--- config.mk ---
export PLATFORM = sky130hd
export DESIGN_NAME = io_ports_with_alt_functions
export DESIGN_NICKNAME = d
export VERILOG_FILES = /design/src/inc/io_ports_pkg.sv /design/src/verilog/io_ports_with_alt_functions.sv
export VERILOG_INCLUDE_DIRS = /design/src /design/src/inc
export SDC_FILE = /design/constraint.sdc
export NUM_CORES = 1
export LEC_CHECK = 0
export BUFFER_PORTS_ARGS = -buffer_cell sky130_fd_sc_hd__buf_2
export CORE_MARGIN = 1.5
export CORE_UTILIZATION = 53
export CTS_BUF_LIST = sky130_fd_sc_hd__clkbuf_8
export CTS_CLUSTER_SIZE = 12
export DETAILED_ROUTE_END_ITERATION = 10
export PLACE_DENSITY = 0.8
export SLEW_MARGIN = 20
export SYNTH_ARGS = -nofsm -noshare
export SYNTH_HDL_FRONTEND = slang
export SYNTH_SLANG_ARGS = --single-unit
--- constraint.sdc ---
create_clock -name clock -period 1.82 [get_ports clock]
set_input_delay 0.091 -clock clock [delete_from_list [all_inputs] [get_ports clock]]
set_output_delay 0.091 -clock clock [all_outputs]
set_load 0.005 [all_outputs]
--- src/inc/io_ports_regs.svh ---
`ifndef IO_PORTS_REGS_SVH
`define IO_PORTS_REGS_SVH
`define PORT_A_DATA_OFFSET 4'h0
`define PORT_A_DIRECTION_OFFSET 4'h1
`define PORT_B_DATA_OFFSET 4'h2
`define PORT_B_DIRECTION_OFFSET 4'h3
`define PORT_C_DATA_OFFSET 4'h4
`define PORT_C_DIRECTION_OFFSET 4'h5
`define EXT_IRQ_ENABLE_OFFSET 4'h8
`define MISC_CONTROL_OFFSET 4'h9
`define PORT_RESET_VALUE 8'h00
`define PORT_C_UNUSED_READ 5'h1f
`define MISC_RESET_VALUE 8'hf0
`define MISC_RESERVED_READ 4'hf
`define MISC_CLOCK_OUT_BIT 0
`define MISC_USB_OE_BIT 1
`define MISC_OSC_SELECT_BIT 2
`define MISC_LVD_DISABLE_BIT 3
`define PORT_C_WIDTH 3
`endif

--- src/inc/io_ports_pkg.sv ---
package io_ports_pkg;
  typedef logic [7:0] byte_type;
  typedef enum logic [1:0] {
    SYNC_EMPTY = 2'b00,
    SYNC_FIRST = 2'b01,
    SYNC_SECOND = 2'b11,
    SYNC_READY = 2'b10
  } sync_state_type;
endpackage

--- src/verilog/io_ports_with_alt_functions.sv ---
// Design decision made here: the address-and-strobe port.
`timescale 1ns/1ps
`default_nettype none
`include "io_ports_regs.svh"

// How it works
// - Configured peripheral takes pin over, overriding data and direction bits.
// - Peripheral-driven pins forced to output, push-pull or open-drain as needed.
// - Pins feeding peripherals as inputs still read back live level.
// - Port A resets input; pins 1,2 open-drain I2C, others pulled up.
// - Port B resets floating input; pin n on mux when channel equals n.
// - Port B pins 4-7 are external interrupt inputs five to eight.
// - Port A 4-7 interrupts one-four; 4,5 capture; 6,7 compare outputs.
// - Port C pulled up; 0 serial in, 1 serial out, 2 USB enable.
// - Data register writes always update the latch, even on inputs.
// - Data reads give latch for outputs, live pin for inputs.
// - Direction bit zero input, one output; A and B reset zero.
// - Port C upper five bits read one; low three bits reset zero.
// - Misc register at its own address, resets F0h, upper bits set.
// - Misc bit 3 set by software, cleared only by reset; disables detector.
// - Misc bit 2 set by software, cleared only by reset; selects 12 MHz.
// - Plain output pins drive the data latch value; A1,A2 only drive low and release on a one.
// - Output pins never raise external interrupts.
// - Lines 1,2,5,6 rising; 3,4,7,8 falling; vector bit 0 ORs lines 1-4, bit 1 ORs 5-8.
module io_ports_with_alt_functions #(
  parameter int PORT_C_PINS = `PORT_C_WIDTH
) (
  input wire logic clock,
  input wire logic reset,
  input wire logic clock_enable,
  input wire logic [3:0] address,
  input wire logic [7:0] write_data,
  input wire logic write_strobe,
  input wire logic read_strobe,
  output logic [7:0] read_data,
  input wire logic [7:0] port_a_in,
  output logic [7:0] port_a_out,
  output logic [7:0] port_a_oe,
  output logic [7:0] port_a_pullup,
  input wire logic [7:0] port_b_in,
  output logic [7:0] port_b_out,
  output logic [7:0] port_b_oe,
  output logic [7:0] port_b_analog_select,
  input wire logic [PORT_C_PINS-1:0] port_c_in,
  output logic [PORT_C_PINS-1:0] port_c_out,
  output logic [PORT_C_PINS-1:0] port_c_oe,
  output logic [PORT_C_PINS-1:0] port_c_pullup,
  input wire logic cpu_clock_level,
  input wire logic i2c_enable,
  input wire logic i2c_sda_out,
  input wire logic i2c_scl_out,
  output logic i2c_sda_in,
  output logic i2c_scl_in,
  input wire logic timer_clock_ctl_hi,
  input wire logic timer_clock_ctl_lo,
  output logic timer_external_clock,
  output logic timer_capture_in_1,
  output logic timer_capture_in_2,
  input wire logic timer_compare_out_1,
  input wire logic timer_compare_out_2,
  input wire logic compare_out_1_enable,
  input wire logic compare_out_2_enable,
  input wire logic serial_enable,
  input wire logic serial_transmit_out,
  output logic serial_receive_in,
  input wire logic usb_transmitting,
  input wire logic [2:0] converter_channel_select,
  input wire logic converter_enable,
  output logic [3:0] ext_irq_vector,
  output logic low_voltage_detect_disable,
  output logic osc_select_12mhz
);

  io_ports_pkg::byte_type port_a_data;
  io_ports_pkg::byte_type port_a_direction;
  io_ports_pkg::byte_type port_b_data;
  io_ports_pkg::byte_type port_b_direction;
  logic [PORT_C_PINS-1:0] port_c_data;
  logic [PORT_C_PINS-1:0] port_c_direction;
  io_ports_pkg::byte_type ext_irq_enable_reg;
  logic clock_out_enable;
  logic usb_tx_enable_out;
  logic [7:0] a_meta, a_sync, a_prev;
  logic [7:0] b_meta, b_sync, b_prev;
  logic [PORT_C_PINS-1:0] c_meta, c_sync;
  io_ports_pkg::sync_state_type sync_state;
  logic [7:0] a_alt_oe, a_alt_val;
  logic [PORT_C_PINS-1:0] c_alt_oe, c_alt_val;
  logic [7:0] ext_irq_line;
  logic [7:0] next_read_data;
  logic [7:0] c_read_mix;
  // Whole-register reset image; field reset values are cut from it
  localparam logic [7:0] MISC_RESET = `MISC_RESET_VALUE;

  // Reads mix latch and pin, bit by bit
  function automatic logic [7:0] mix_read(input logic [7:0] latch, input logic [7:0] pins,
                                          input logic [7:0] dir);
    mix_read = (latch & dir) | (pins & ~dir);
  endfunction

  function automatic logic hit(input logic [3:0] off);
    hit = write_strobe && (address == off);
  endfunction

  // Two-flop synchroniser; first stage read only by second
  always_ff @(posedge clock) begin
    if (reset) begin
      a_meta <= 8'h00;
      a_sync <= 8'h00;
      b_meta <= 8'h00;
      b_sync <= 8'h00;
      c_meta <= '0;
      c_sync <= '0;
    end else if (clock_enable) begin
      a_meta <= port_a_in;
      a_sync <= a_meta;
      b_meta <= port_b_in;
      b_sync <= b_meta;
      c_meta <= port_c_in;
      c_sync <= c_meta;
    end
  end

  // Edge history is invalid until the pipe has filled
  // Third step needed: prev must hold a real level, else reset zeros fake a rising edge
  always_ff @(posedge clock) begin
    if (reset) begin
      sync_state <= io_ports_pkg::SYNC_EMPTY;
      a_prev <= 8'h00;
      b_prev <= 8'h00;
    end else if (clock_enable) begin
      a_prev <= a_sync;
      b_prev <= b_sync;
      case (sync_state)
        io_ports_pkg::SYNC_EMPTY: sync_state <= io_ports_pkg::SYNC_FIRST;
        io_ports_pkg::SYNC_FIRST: sync_state <= io_ports_pkg::SYNC_SECOND;
        io_ports_pkg::SYNC_SECOND: sync_state <= io_ports_pkg::SYNC_READY;
        io_ports_pkg::SYNC_READY: sync_state <= io_ports_pkg::SYNC_READY;
        default: sync_state <= io_ports_pkg::SYNC_EMPTY;
      endcase
    end
  end

  always_ff @(posedge clock) begin
    if (reset) begin
      port_a_data <= `PORT_RESET_VALUE;
      port_b_data <= `PORT_RESET_VALUE;
      port_c_data <= '0;
    end else if (clock_enable) begin
      if (hit(`PORT_A_DATA_OFFSET)) port_a_data <= write_data;
      if (hit(`PORT_B_DATA_OFFSET)) port_b_data <= write_data;
      if (hit(`PORT_C_DATA_OFFSET)) port_c_data <= write_data[PORT_C_PINS-1:0];
    end
  end

  always_ff @(posedge clock) begin
    if (reset) begin
      port_a_direction <= `PORT_RESET_VALUE;
      port_b_direction <= `PORT_RESET_VALUE;
      port_c_direction <= '0;
    end else if (clock_enable) begin
      if (hit(`PORT_A_DIRECTION_OFFSET)) port_a_direction <= write_data;
      if (hit(`PORT_B_DIRECTION_OFFSET)) port_b_direction <= write_data;
      if (hit(`PORT_C_DIRECTION_OFFSET)) port_c_direction <= write_data[PORT_C_PINS-1:0];
    end
  end

  always_ff @(posedge clock) begin
    if (reset) begin
      ext_irq_enable_reg <= 8'h00;
    end else if (clock_enable && hit(`EXT_IRQ_ENABLE_OFFSET)) begin
      ext_irq_enable_reg <= write_data;
    end
  end

  // Detector and oscillator bits are sticky: software cannot clear them
  always_ff @(posedge clock) begin
    if (reset) begin
      low_voltage_detect_disable <= MISC_RESET[`MISC_LVD_DISABLE_BIT];
      osc_select_12mhz <= MISC_RESET[`MISC_OSC_SELECT_BIT];
      usb_tx_enable_out <= MISC_RESET[`MISC_USB_OE_BIT];
      clock_out_enable <= MISC_RESET[`MISC_CLOCK_OUT_BIT];
    end else if (clock_enable && hit(`MISC_CONTROL_OFFSET)) begin
      if (write_data[`MISC_LVD_DISABLE_BIT]) low_voltage_detect_disable <= 1'b1;
      if (write_data[`MISC_OSC_SELECT_BIT]) osc_select_12mhz <= 1'b1;
      usb_tx_enable_out <= write_data[`MISC_USB_OE_BIT];
      clock_out_enable <= write_data[`MISC_CLOCK_OUT_BIT];
    end
  end

  // Alternate functions beat data and direction bits
  always_comb begin
    a_alt_oe = 8'h00;
    a_alt_val = 8'h00;
    a_alt_oe[0] = clock_out_enable;
    a_alt_val[0] = cpu_clock_level;
    a_alt_oe[1] = i2c_enable & ~i2c_sda_out;
    a_alt_oe[2] = i2c_enable & ~i2c_scl_out;
    a_alt_oe[6] = compare_out_1_enable;
    a_alt_val[6] = timer_compare_out_1;
    a_alt_oe[7] = compare_out_2_enable;
    a_alt_val[7] = timer_compare_out_2;
    c_alt_oe = '0;
    c_alt_val = '0;
    c_alt_oe[1] = serial_enable;
    c_alt_val[1] = serial_transmit_out;
    c_alt_oe[2] = usb_tx_enable_out;
    c_alt_val[2] = usb_transmitting;
  end

  // Open-drain pins 1,2: drive only low, never high
  always_comb begin
    port_a_oe = a_alt_oe | (port_a_direction & ~({6'h00, i2c_enable, i2c_enable} << 1));
    port_a_out = (a_alt_oe & a_alt_val) | (~a_alt_oe & port_a_data);
    port_a_out[2:1] = 2'b00;
    port_a_oe[2:1] = i2c_enable ? a_alt_oe[2:1] : port_a_direction[2:1] & ~port_a_data[2:1];
    port_a_pullup = ~port_a_oe & 8'hf9;
    port_b_oe = port_b_direction;
    port_b_out = port_b_data;
    port_c_oe = c_alt_oe | port_c_direction;
    port_c_out = (c_alt_oe & c_alt_val) | (~c_alt_oe & port_c_data);
    port_c_pullup = ~port_c_oe;
  end

  always_comb begin
    port_b_analog_select = 8'h00;
    if (converter_enable) port_b_analog_select[converter_channel_select] = 1'b1;
  end

  // Peripheral inputs see live synchronised levels
  assign i2c_sda_in = a_sync[1];
  assign i2c_scl_in = a_sync[2];
  assign timer_capture_in_1 = a_sync[4];
  assign timer_capture_in_2 = a_sync[5];
  assign timer_external_clock = timer_clock_ctl_hi & timer_clock_ctl_lo & a_sync[3];
  assign serial_receive_in = c_sync[0];

  // Lines 1..8 on A4..A7 then B4..B7; output pins masked
  always_comb begin
    ext_irq_line = 8'h00;
    if (sync_state == io_ports_pkg::SYNC_READY) begin
      ext_irq_line[0] = a_sync[4] & ~a_prev[4] & ~port_a_oe[4];
      ext_irq_line[1] = a_sync[5] & ~a_prev[5] & ~port_a_oe[5];
      ext_irq_line[2] = ~a_sync[6] & a_prev[6] & ~port_a_oe[6];
      ext_irq_line[3] = ~a_sync[7] & a_prev[7] & ~port_a_oe[7];
      ext_irq_line[4] = b_sync[4] & ~b_prev[4] & ~port_b_oe[4];
      ext_irq_line[5] = b_sync[5] & ~b_prev[5] & ~port_b_oe[5];
      ext_irq_line[6] = ~b_sync[6] & b_prev[6] & ~port_b_oe[6];
      ext_irq_line[7] = ~b_sync[7] & b_prev[7] & ~port_b_oe[7];
    end
    ext_irq_line = ext_irq_line & ext_irq_enable_reg;
  end

  // Vector split across port A and port B groups
  always_ff @(posedge clock) begin
    if (reset) begin
      ext_irq_vector <= 4'h0;
    end else if (clock_enable) begin
      ext_irq_vector <= {2'b00, |ext_irq_line[7:4], |ext_irq_line[3:0]};
    end
  end

  // Zero-extended so the byte-wide helper serves the narrow port
  assign c_read_mix = mix_read(8'(port_c_data), 8'(c_sync), 8'(port_c_oe));

  always_comb begin
    next_read_data = 8'h00;
    case (address)
      `PORT_A_DATA_OFFSET: next_read_data = mix_read(port_a_data, a_sync, port_a_oe);
      `PORT_A_DIRECTION_OFFSET: next_read_data = port_a_direction;
      `PORT_B_DATA_OFFSET: next_read_data = mix_read(port_b_data, b_sync, port_b_oe);
      `PORT_B_DIRECTION_OFFSET: next_read_data = port_b_direction;
      `PORT_C_DATA_OFFSET: next_read_data = {`PORT_C_UNUSED_READ, c_read_mix[PORT_C_PINS-1:0]};
      `PORT_C_DIRECTION_OFFSET: next_read_data = {`PORT_C_UNUSED_READ, port_c_direction};
      `EXT_IRQ_ENABLE_OFFSET: next_read_data = ext_irq_enable_reg;
      `MISC_CONTROL_OFFSET: next_read_data = {`MISC_RESERVED_READ, low_voltage_detect_disable,
          osc_select_12mhz, usb_tx_enable_out, clock_out_enable};
      default: next_read_data = 8'h00;
    endcase
  end

  always_ff @(posedge clock) begin
    if (reset) begin
      read_data <= 8'h00;
    end else if (clock_enable && read_strobe) begin
      read_data <= next_read_data;
    end
  end
endmodule // io_ports_with_alt_functions
`default_nettype wire

==> impl_summary.txt, run 1 <==
----------------------------------------------------
[Yosys]
  Predominant post-synthesis flop cell ... sky130_fd_sc_hd__dfxtp_1
  Cell types with the largest area share after synthesis ... sky130_fd_sc_hd__dfxtp_1, sky130_fd_sc_hd__mux2i_1, sky130_fd_sc_hd__nor2_1, sky130_fd_sc_hd__a21oi_1, sky130_fd_sc_hd__o21ai_0
  Proportion of netlist area held by the largest area contributor ... 43.2%
  Number of distinct standard cells referenced by the synthesized netlist ... 58
  Per-instance average area after synthesis ... 8.96 sq um
  FFs w/ async S/R, synth ... 0%
  Cells after synthesis ... 559
  Largest area contributor in the synthesized netlist ... sky130_fd_sc_hd__dfxtp_1
  Post-synthesis register bit count ... 108
  Commonest cells in the netlist ... sky130_fd_sc_hd__dfxtp_1, sky130_fd_sc_hd__nor2_1, sky130_fd_sc_hd__mux2i_1, sky130_fd_sc_hd__a21oi_1, sky130_fd_sc_hd__nand2_1
  Post-synth design cell area ... 0.00501 sq mm
  EDFF count, synth ... 0
  Most common cell in the netlist ... sky130_fd_sc_hd__dfxtp_1
  Synthesis Warnings ... 0
  Sequential cell area fraction in the yosys report ... 43.2%

[Final layout]
  Footprint of the multi-input gates ... 0.00252 sq mm
  Share of post-route cells with drive strength above 1 ... 25.3%
  Layout overhead on the synthesized area ... 19.1%
  Number of standard cells in the layout, taps in and fillers out ... 792
  NumNets Final ... 730
  Area used by sequential logic in the layout ... 0.00216 sq mm
  Number of fill cells ... 812
  Antenna diode count ... 0

[Timing]
  Slew HR ... 65.5%
  Final Hold Viols ... 0
  Slew Limit Fails ... 0
  Final setup fails ... 0
  Transition time at the pin with the least slew margin ... 0.517 ns
  Time the final worst path needs with I/O delays and setup ... 1.44 ns
  Post-Route Skew ... 0.00927 ns
  Setup TNS after final layout ... 0 ns
  Min Hold Slack ... 0.0213 ns
  Highest Clock Rate ... 0.693 GHz
  Period utilization ... 79.3%
  Setup repair after global routing missed its margin ... no

[CTS]
  Worst-path clk slew ... 0.10 ns
  CTS tree ... done
  Clock sink count ... 108
  Hold buffers post-CTS ... 19
  Setup Fix Bufs, Post-CTS ... 0
  CTS buffer count ... 9
  CTS root buffer ... sky130_fd_sc_hd__clkbuf_8
  Clock insertion delay at the later pin of the skew report ... 0.37 ns
  Resized cells post-CTS ... 0
  Clock Path Buffers ... 2
  H-tree depth ... 3

[Setup path]
  Data arrival time of the critical path ... 1.72 ns
  Reg2Reg Capture Point ... read_data[4]
  Critical-path maximum fanout ... 5
  Critical Path RT ... 2.10 ns
  Worst r2r path cells ... 4
  R2r startpoint ... a_sync[4]
  Critical Path End Type ... register
  Worst R2R Setup Slack ... 0.38 ns
  Kind of start point of the critical path ... register
  Critical path start-end classification ... reg -> reg

[Worst hold path]
  Hold Path Depth ... 3
  Min-Delay Startpoint ... write_data[6]
  Min-Delay Path Class ... in -> reg
  Worst Hold Endpoint ... port_a_data[6]

[Floorplanning]
  Area of the die ... 0.0100 sq mm
  Site row count ... 35
  CORE AREA ... 0.00920 sq mm
  Die extent in x ... 100 microns
  Height of the die ... 100 microns
  IO Count ... 130
  Initial standard-cell utilization of the core ... 54.4%

[Detailed routing]
  Drt initial violations ... 141
  Via count ... 4,420
  Routed Antenna Nets ... 0
  Average detailed-routed wire length per instance ... 16.7 microns
  Final routed DRC violation total ... 0
  Routed wire length ... 13.3 mm
  1st-pass router iterations ... 4
  Via-per-instance ratio ... 5.58

[Pwr]
  P_leak ... 2.77 nW
  Cell Pwr Density ... 715 mW/mm^2
  Power, Total ... 4.27 mW
  Highest ir drop seen on vdd ... 0.418 mV

[Global routing]
  Total routing usage reported by global routing ... 26.9%
  Vias in the first global route ... 4,079
  Global route overflow ... 0
  Number of antenna violations at the first check in global routing ... 0
  Largest net degree at the start of global routing ... 61
  First-pass GRT wire length ... 20.9 mm

[Outcome]
  Outcome ... finished clean

[Placed design]
  Gp weighted congestion ... 0.891
  Instance count after placement with tap cells included ... 758
  Number of buffer cells added on primary ports ... 123
  DP HPWL ... 9.63 mm

[Flow run]
  Max Cap Viol ... 0

----------------------------------------------------
==> metal layers <==
metal | wire (microns) | share of wire, % | track usage (%) | vias to the layer above
li1 | - | - | - | 2157
met1 | 6070 | 46 | 37.0 | 2081
met2 | 6040 | 46 | 43.3 | 158
met3 | 910 | 6.9 | 4.67 | 24
met4 | 243 | 1.8 | 8.02 | 0
met5 | 0 | 0 | 0 | -
==> cell usage in the layout, fill, tap and decap left out, types with 3 or more instances in the layout <==
cell,instances
sky130_fd_sc_hd__buf_2,122
sky130_fd_sc_hd__dfxtp_1,108
sky130_fd_sc_hd__nor2_1,96
sky130_fd_sc_hd__mux2i_1,83
sky130_fd_sc_hd__a21oi_1,41
sky130_fd_sc_hd__nand2_1,37
sky130_fd_sc_hd__o21ai_0,31
sky130_fd_sc_hd__dlygate4sd3_1,19
sky130_fd_sc_hd__inv_1,14
sky130_fd_sc_hd__buf_4,13
sky130_fd_sc_hd__nand2b_1,9
sky130_fd_sc_hd__mux2_2,9
sky130_fd_sc_hd__clkbuf_8,9
sky130_fd_sc_hd__nor2b_1,7
sky130_fd_sc_hd__conb_1,6
sky130_fd_sc_hd__o31a_1,5
sky130_fd_sc_hd__nor4bb_1,5
sky130_fd_sc_hd__nor3_1,4
sky130_fd_sc_hd__nand4b_1,4
sky130_fd_sc_hd__or3b_1,3
sky130_fd_sc_hd__o21bai_1,3
sky130_fd_sc_hd__a221oi_2,3
sky130_fd_sc_hd__inv_6,3
==> layout make-up <==
class                           instances  area share [%]
Multi-Input combinational cell        389            42.3
Sequential cell                       108            36.3
Timing Repair Buffer                  155            15.4
Tap cell                              111            2.33
Clock buffer                            9            2.08
Inverter                               14           0.881
Clock inverter                          6           0.797
==> critical path: stages, from the launching register on <==
cell                       delay, ns
sky130_fd_sc_hd__dfxtp_1        0.40
sky130_fd_sc_hd__or3b_2         0.45
sky130_fd_sc_hd__a21oi_1        0.16
sky130_fd_sc_hd__o21ai_0        0.10
sky130_fd_sc_hd__a221oi_1       0.24
==> logic make-up after synthesis <==
family	after synthesis	synth area share [%]
AO/OA/AOI/OAI	104	13.2
buffers and inverters	67	6.87
flip-flops	108	43.2
other	1	0.0749
AND/OR/NAND/NOR	187	18.1
multiplexers	92	18.6
==> how the worst max path moves through the flow <==
stage,startpoint,endpoint,slack (ns),cells after the start
2_1_floorplan,address[1],read_data[3],0.41,7
3_3_place_gp,address[1],read_data[1],0.11,4
3_5_place_dp,address[1],read_data[1],0.13,4
4_1_cts,a_sync[4],read_data[4],0.37,4
5_1_grt,a_sync[4],read_data[4],0.21,4
6_report,a_sync[4],read_data[4],0.38,4
==> power breakdown <==
group | total [mW] | internal (mW) | switching (mW)
Combinational | 0.476 | 0.210 | 0.266
Clock | 1.33 | 0.506 | 0.829
Sequential | 2.46 | 2.42 | 0.0384
==> per-stage QoR <==
| step | setup slack, ns | area, sq um | utilization (%) |
|---|---|---|---|
| after detailed placement | 0.125 | 5600 | 60.9 |
| after global placement | 0.110 | 5600 | 60.9 |
| final | 0.377 | 5960 | 64.8 |
| after global routing | 0.209 | 5960 | 64.8 |
| after CTS | 0.367 | 5960 | 64.8 |
| after floorplan | 0.415 | 5030 | - |
No activity file was read; power rests on OpenSTA's default activity.
==> run 2, diff against run 1 <==
Clock period 1.82 ns to 1.5 ns, I/O delays scaled along.
==> impl_summary.txt, run 2 (synthesis results as in run 1) <==
----------------------------------------------------
[Outcome]
  Outcome ... finished clean

[Detailed routing]
  Via count ... 4,500
  1st-pass router iterations ... 5
  Average detailed-routed wire length per instance ... 16.3 microns
  Final routed DRC violation total ... 0
  Via-per-instance ratio ... 5.49
  Routed Antenna Nets ... 0
  Routed wire length ... 13.4 mm
  Drt initial violations ... 206

[Final layout]
  Footprint of the multi-input gates ... 0.00253 sq mm
  Most frequent cells in the layout ... sky130_fd_sc_hd__buf_2, sky130_fd_sc_hd__dfxtp_1, sky130_fd_sc_hd__nor2_1, sky130_fd_sc_hd__mux2i_1, sky130_fd_sc_hd__a21oi_1
  Antenna diode count ... 0
  NumNets Final ... 757
  Number of fill cells ... 768
  Final instance area ... 0.00620 sq mm
  Share of post-route cells with drive strength above 1 ... 27.6%
  Area used by sequential logic in the layout ... 0.00216 sq mm
  Layout overhead on the synthesized area ... 23.8%
  Most common library cell in the layout ignoring fill and taps ... sky130_fd_sc_hd__buf_2

[Timing]
  Period utilization ... 92.8%
  Highest Clock Rate ... 0.718 GHz
  Slew Limit Fails ... 0
  Final Hold Viols ... 0
  Post-Route Skew ... 0.0114 ns
  Setup repair after global routing missed its margin ... no
  Time the final worst path needs with I/O delays and setup ... 1.39 ns
  Final setup fails ... 0
  Setup TNS after final layout ... 0 ns

[Setup path]
  Reg2Reg Capture Point ... read_data[4]
  Critical path start-end classification ... reg -> reg
  Critical path, cell by cell ... or3b_2 -> a21oi_1 -> o21ai_1 -> a221oi_2
  Worst R2R Setup Slack ... 0.11 ns
  Critical Path End Type ... register
  Worst r2r path cells ... 4
  Library cell contributing the largest single delay on the critical path ... sky130_fd_sc_hd__or3b_2
  Kind of start point of the critical path ... register
  Critical-path maximum fanout ... 2
  Critical Path RT ... 1.78 ns
  Data arrival time of the critical path ... 1.68 ns
  Critical Path Sink ... read_data[4]
  Critical path launch point ... a_sync[4]
  R2r startpoint ... a_sync[4]
  Critical path's largest stage delay ... 0.44 ns

[Floorplanning]
  Area of the die ... 0.0100 sq mm
  Initial standard-cell utilization of the core ... 54.4%
  Die extent in x ... 100 microns
  IO Count ... 130
  Site row count ... 35
  CORE AREA ... 0.00920 sq mm
  Height of the die ... 100 microns

[Placed design]
  Placement Cell Area ... 0.00579 sq mm
  Number of buffer cells added on primary ports ... 123
  DP HPWL ... 9.82 mm
  Gp weighted congestion ... 0.903

[Global routing]
  Global route overflow ... 0
  First-pass GRT wire length ... 20.7 mm
  Total routing usage reported by global routing ... 26.5%
  Largest net degree at the start of global routing ... 57
  Number of antenna violations at the first check in global routing ... 0
  Vias in the first global route ... 4,109

[CTS]
  CTS tree ... done
  Worst-path clk slew ... 0.11 ns
  CTS root buffer ... sky130_fd_sc_hd__clkbuf_8
  CTS buffer count ... 9
  Clock insertion delay at the later pin of the skew report ... 0.37 ns
  Clock Path Buffers ... 2
  H-tree depth ... 3
  Clock sink count ... 108

[Worst hold path]
  Min-Delay Path Class ... in -> reg

[Pwr]
  Highest ir drop seen on vdd ... 0.462 mV
  Cell Pwr Density ... 845 mW/mm^2
  P_leak ... 2.90 nW

[Flow run]
  Max Cap Viol ... 0

----------------------------------------------------
==> run 2: area by class of cell <==
cell class / count / share of cell area [%]
clock buffer: 9 / 2.00
clock inverter: 7 / 0.827
inverter: 14 / 0.848
multi-input combinational: 389 / 40.7
sequential: 108 / 34.9
tap: 111 / 2.24
timing repair buffer: 182 / 18.4
==> run 2: worst min path at each step <==
| stage | startpoint | to | slack [ns] | depth (start not counted) |
|---|---|---|---|---|
| after floorplan | converter_channel_select[2] | port_b_analog_select[0] | 0.18 | 1 |
| after global placement | port_b_in[2] | b_meta[2] | 0.31 | 3 |
| after detailed placement | port_c_in[1] | c_meta[1] | 0.32 | 3 |
| after CTS | write_data[3] | port_a_data[3] | 0.03 | 3 |
| after global routing | write_data[3] | port_a_data[3] | 0.03 | 3 |
| final | write_data[3] | port_a_data[3] | 0.04 | 3 |
==> run 2: critical path: cells and delay by family (launching register included) <==
family | cells | cell delay, ns
AO/OA/AOI/OAI | 3 | 0.52
AND/OR/NAND/NOR | 1 | 0.44
flip-flops | 1 | 0.35
==> run 2: what timing repair did <==
| action | in CTS | in global routing |
|---|---|---|
| endpoints found under the setup margin | 0 | 1 |
| hold buffers | 23 | 0 |
| gates resized for setup | 0 | 3 |
| endpoints found under the hold margin | 26 | 0 |
| buffers inserted | 0 | 0 |
==> run 2: stage by stage <==
stage	total power, mW	std cells	hold slack [ns]	worst slack, ns	util [%]
final	5.24	820	0.0378	0.108	67.4
after global routing	5.46	820	0.0315	0.0266	67.4
after CTS	5.26	820	0.0290	0.0463	67.3
after detailed placement	3.61	781	0.319	0.0145	62.9
after global placement	3.60	781	0.308	0.0446	62.9
after floorplan	3.38	564	0.184	0.111	-
==> run 2: report_power, final <==
| group | leakage (nW) | internal, mW | switching (mW) |
|---|---|---|---|
| registers | 0.877 | 2.93 | 0.0460 |
| logic | 1.94 | 0.292 | 0.329 |
| clock network | 0.0904 | 0.614 | 1.02 |
==> run 2: metal layers <==
metal	up-vias	part of all wire [%]	global-route usage, %
li1	2211	-	-
met1	2099	46	34.4
met2	162	47	44.2
met3	28	5.7	6.13
met4	0	1.9	7.48
met5	-	0	0
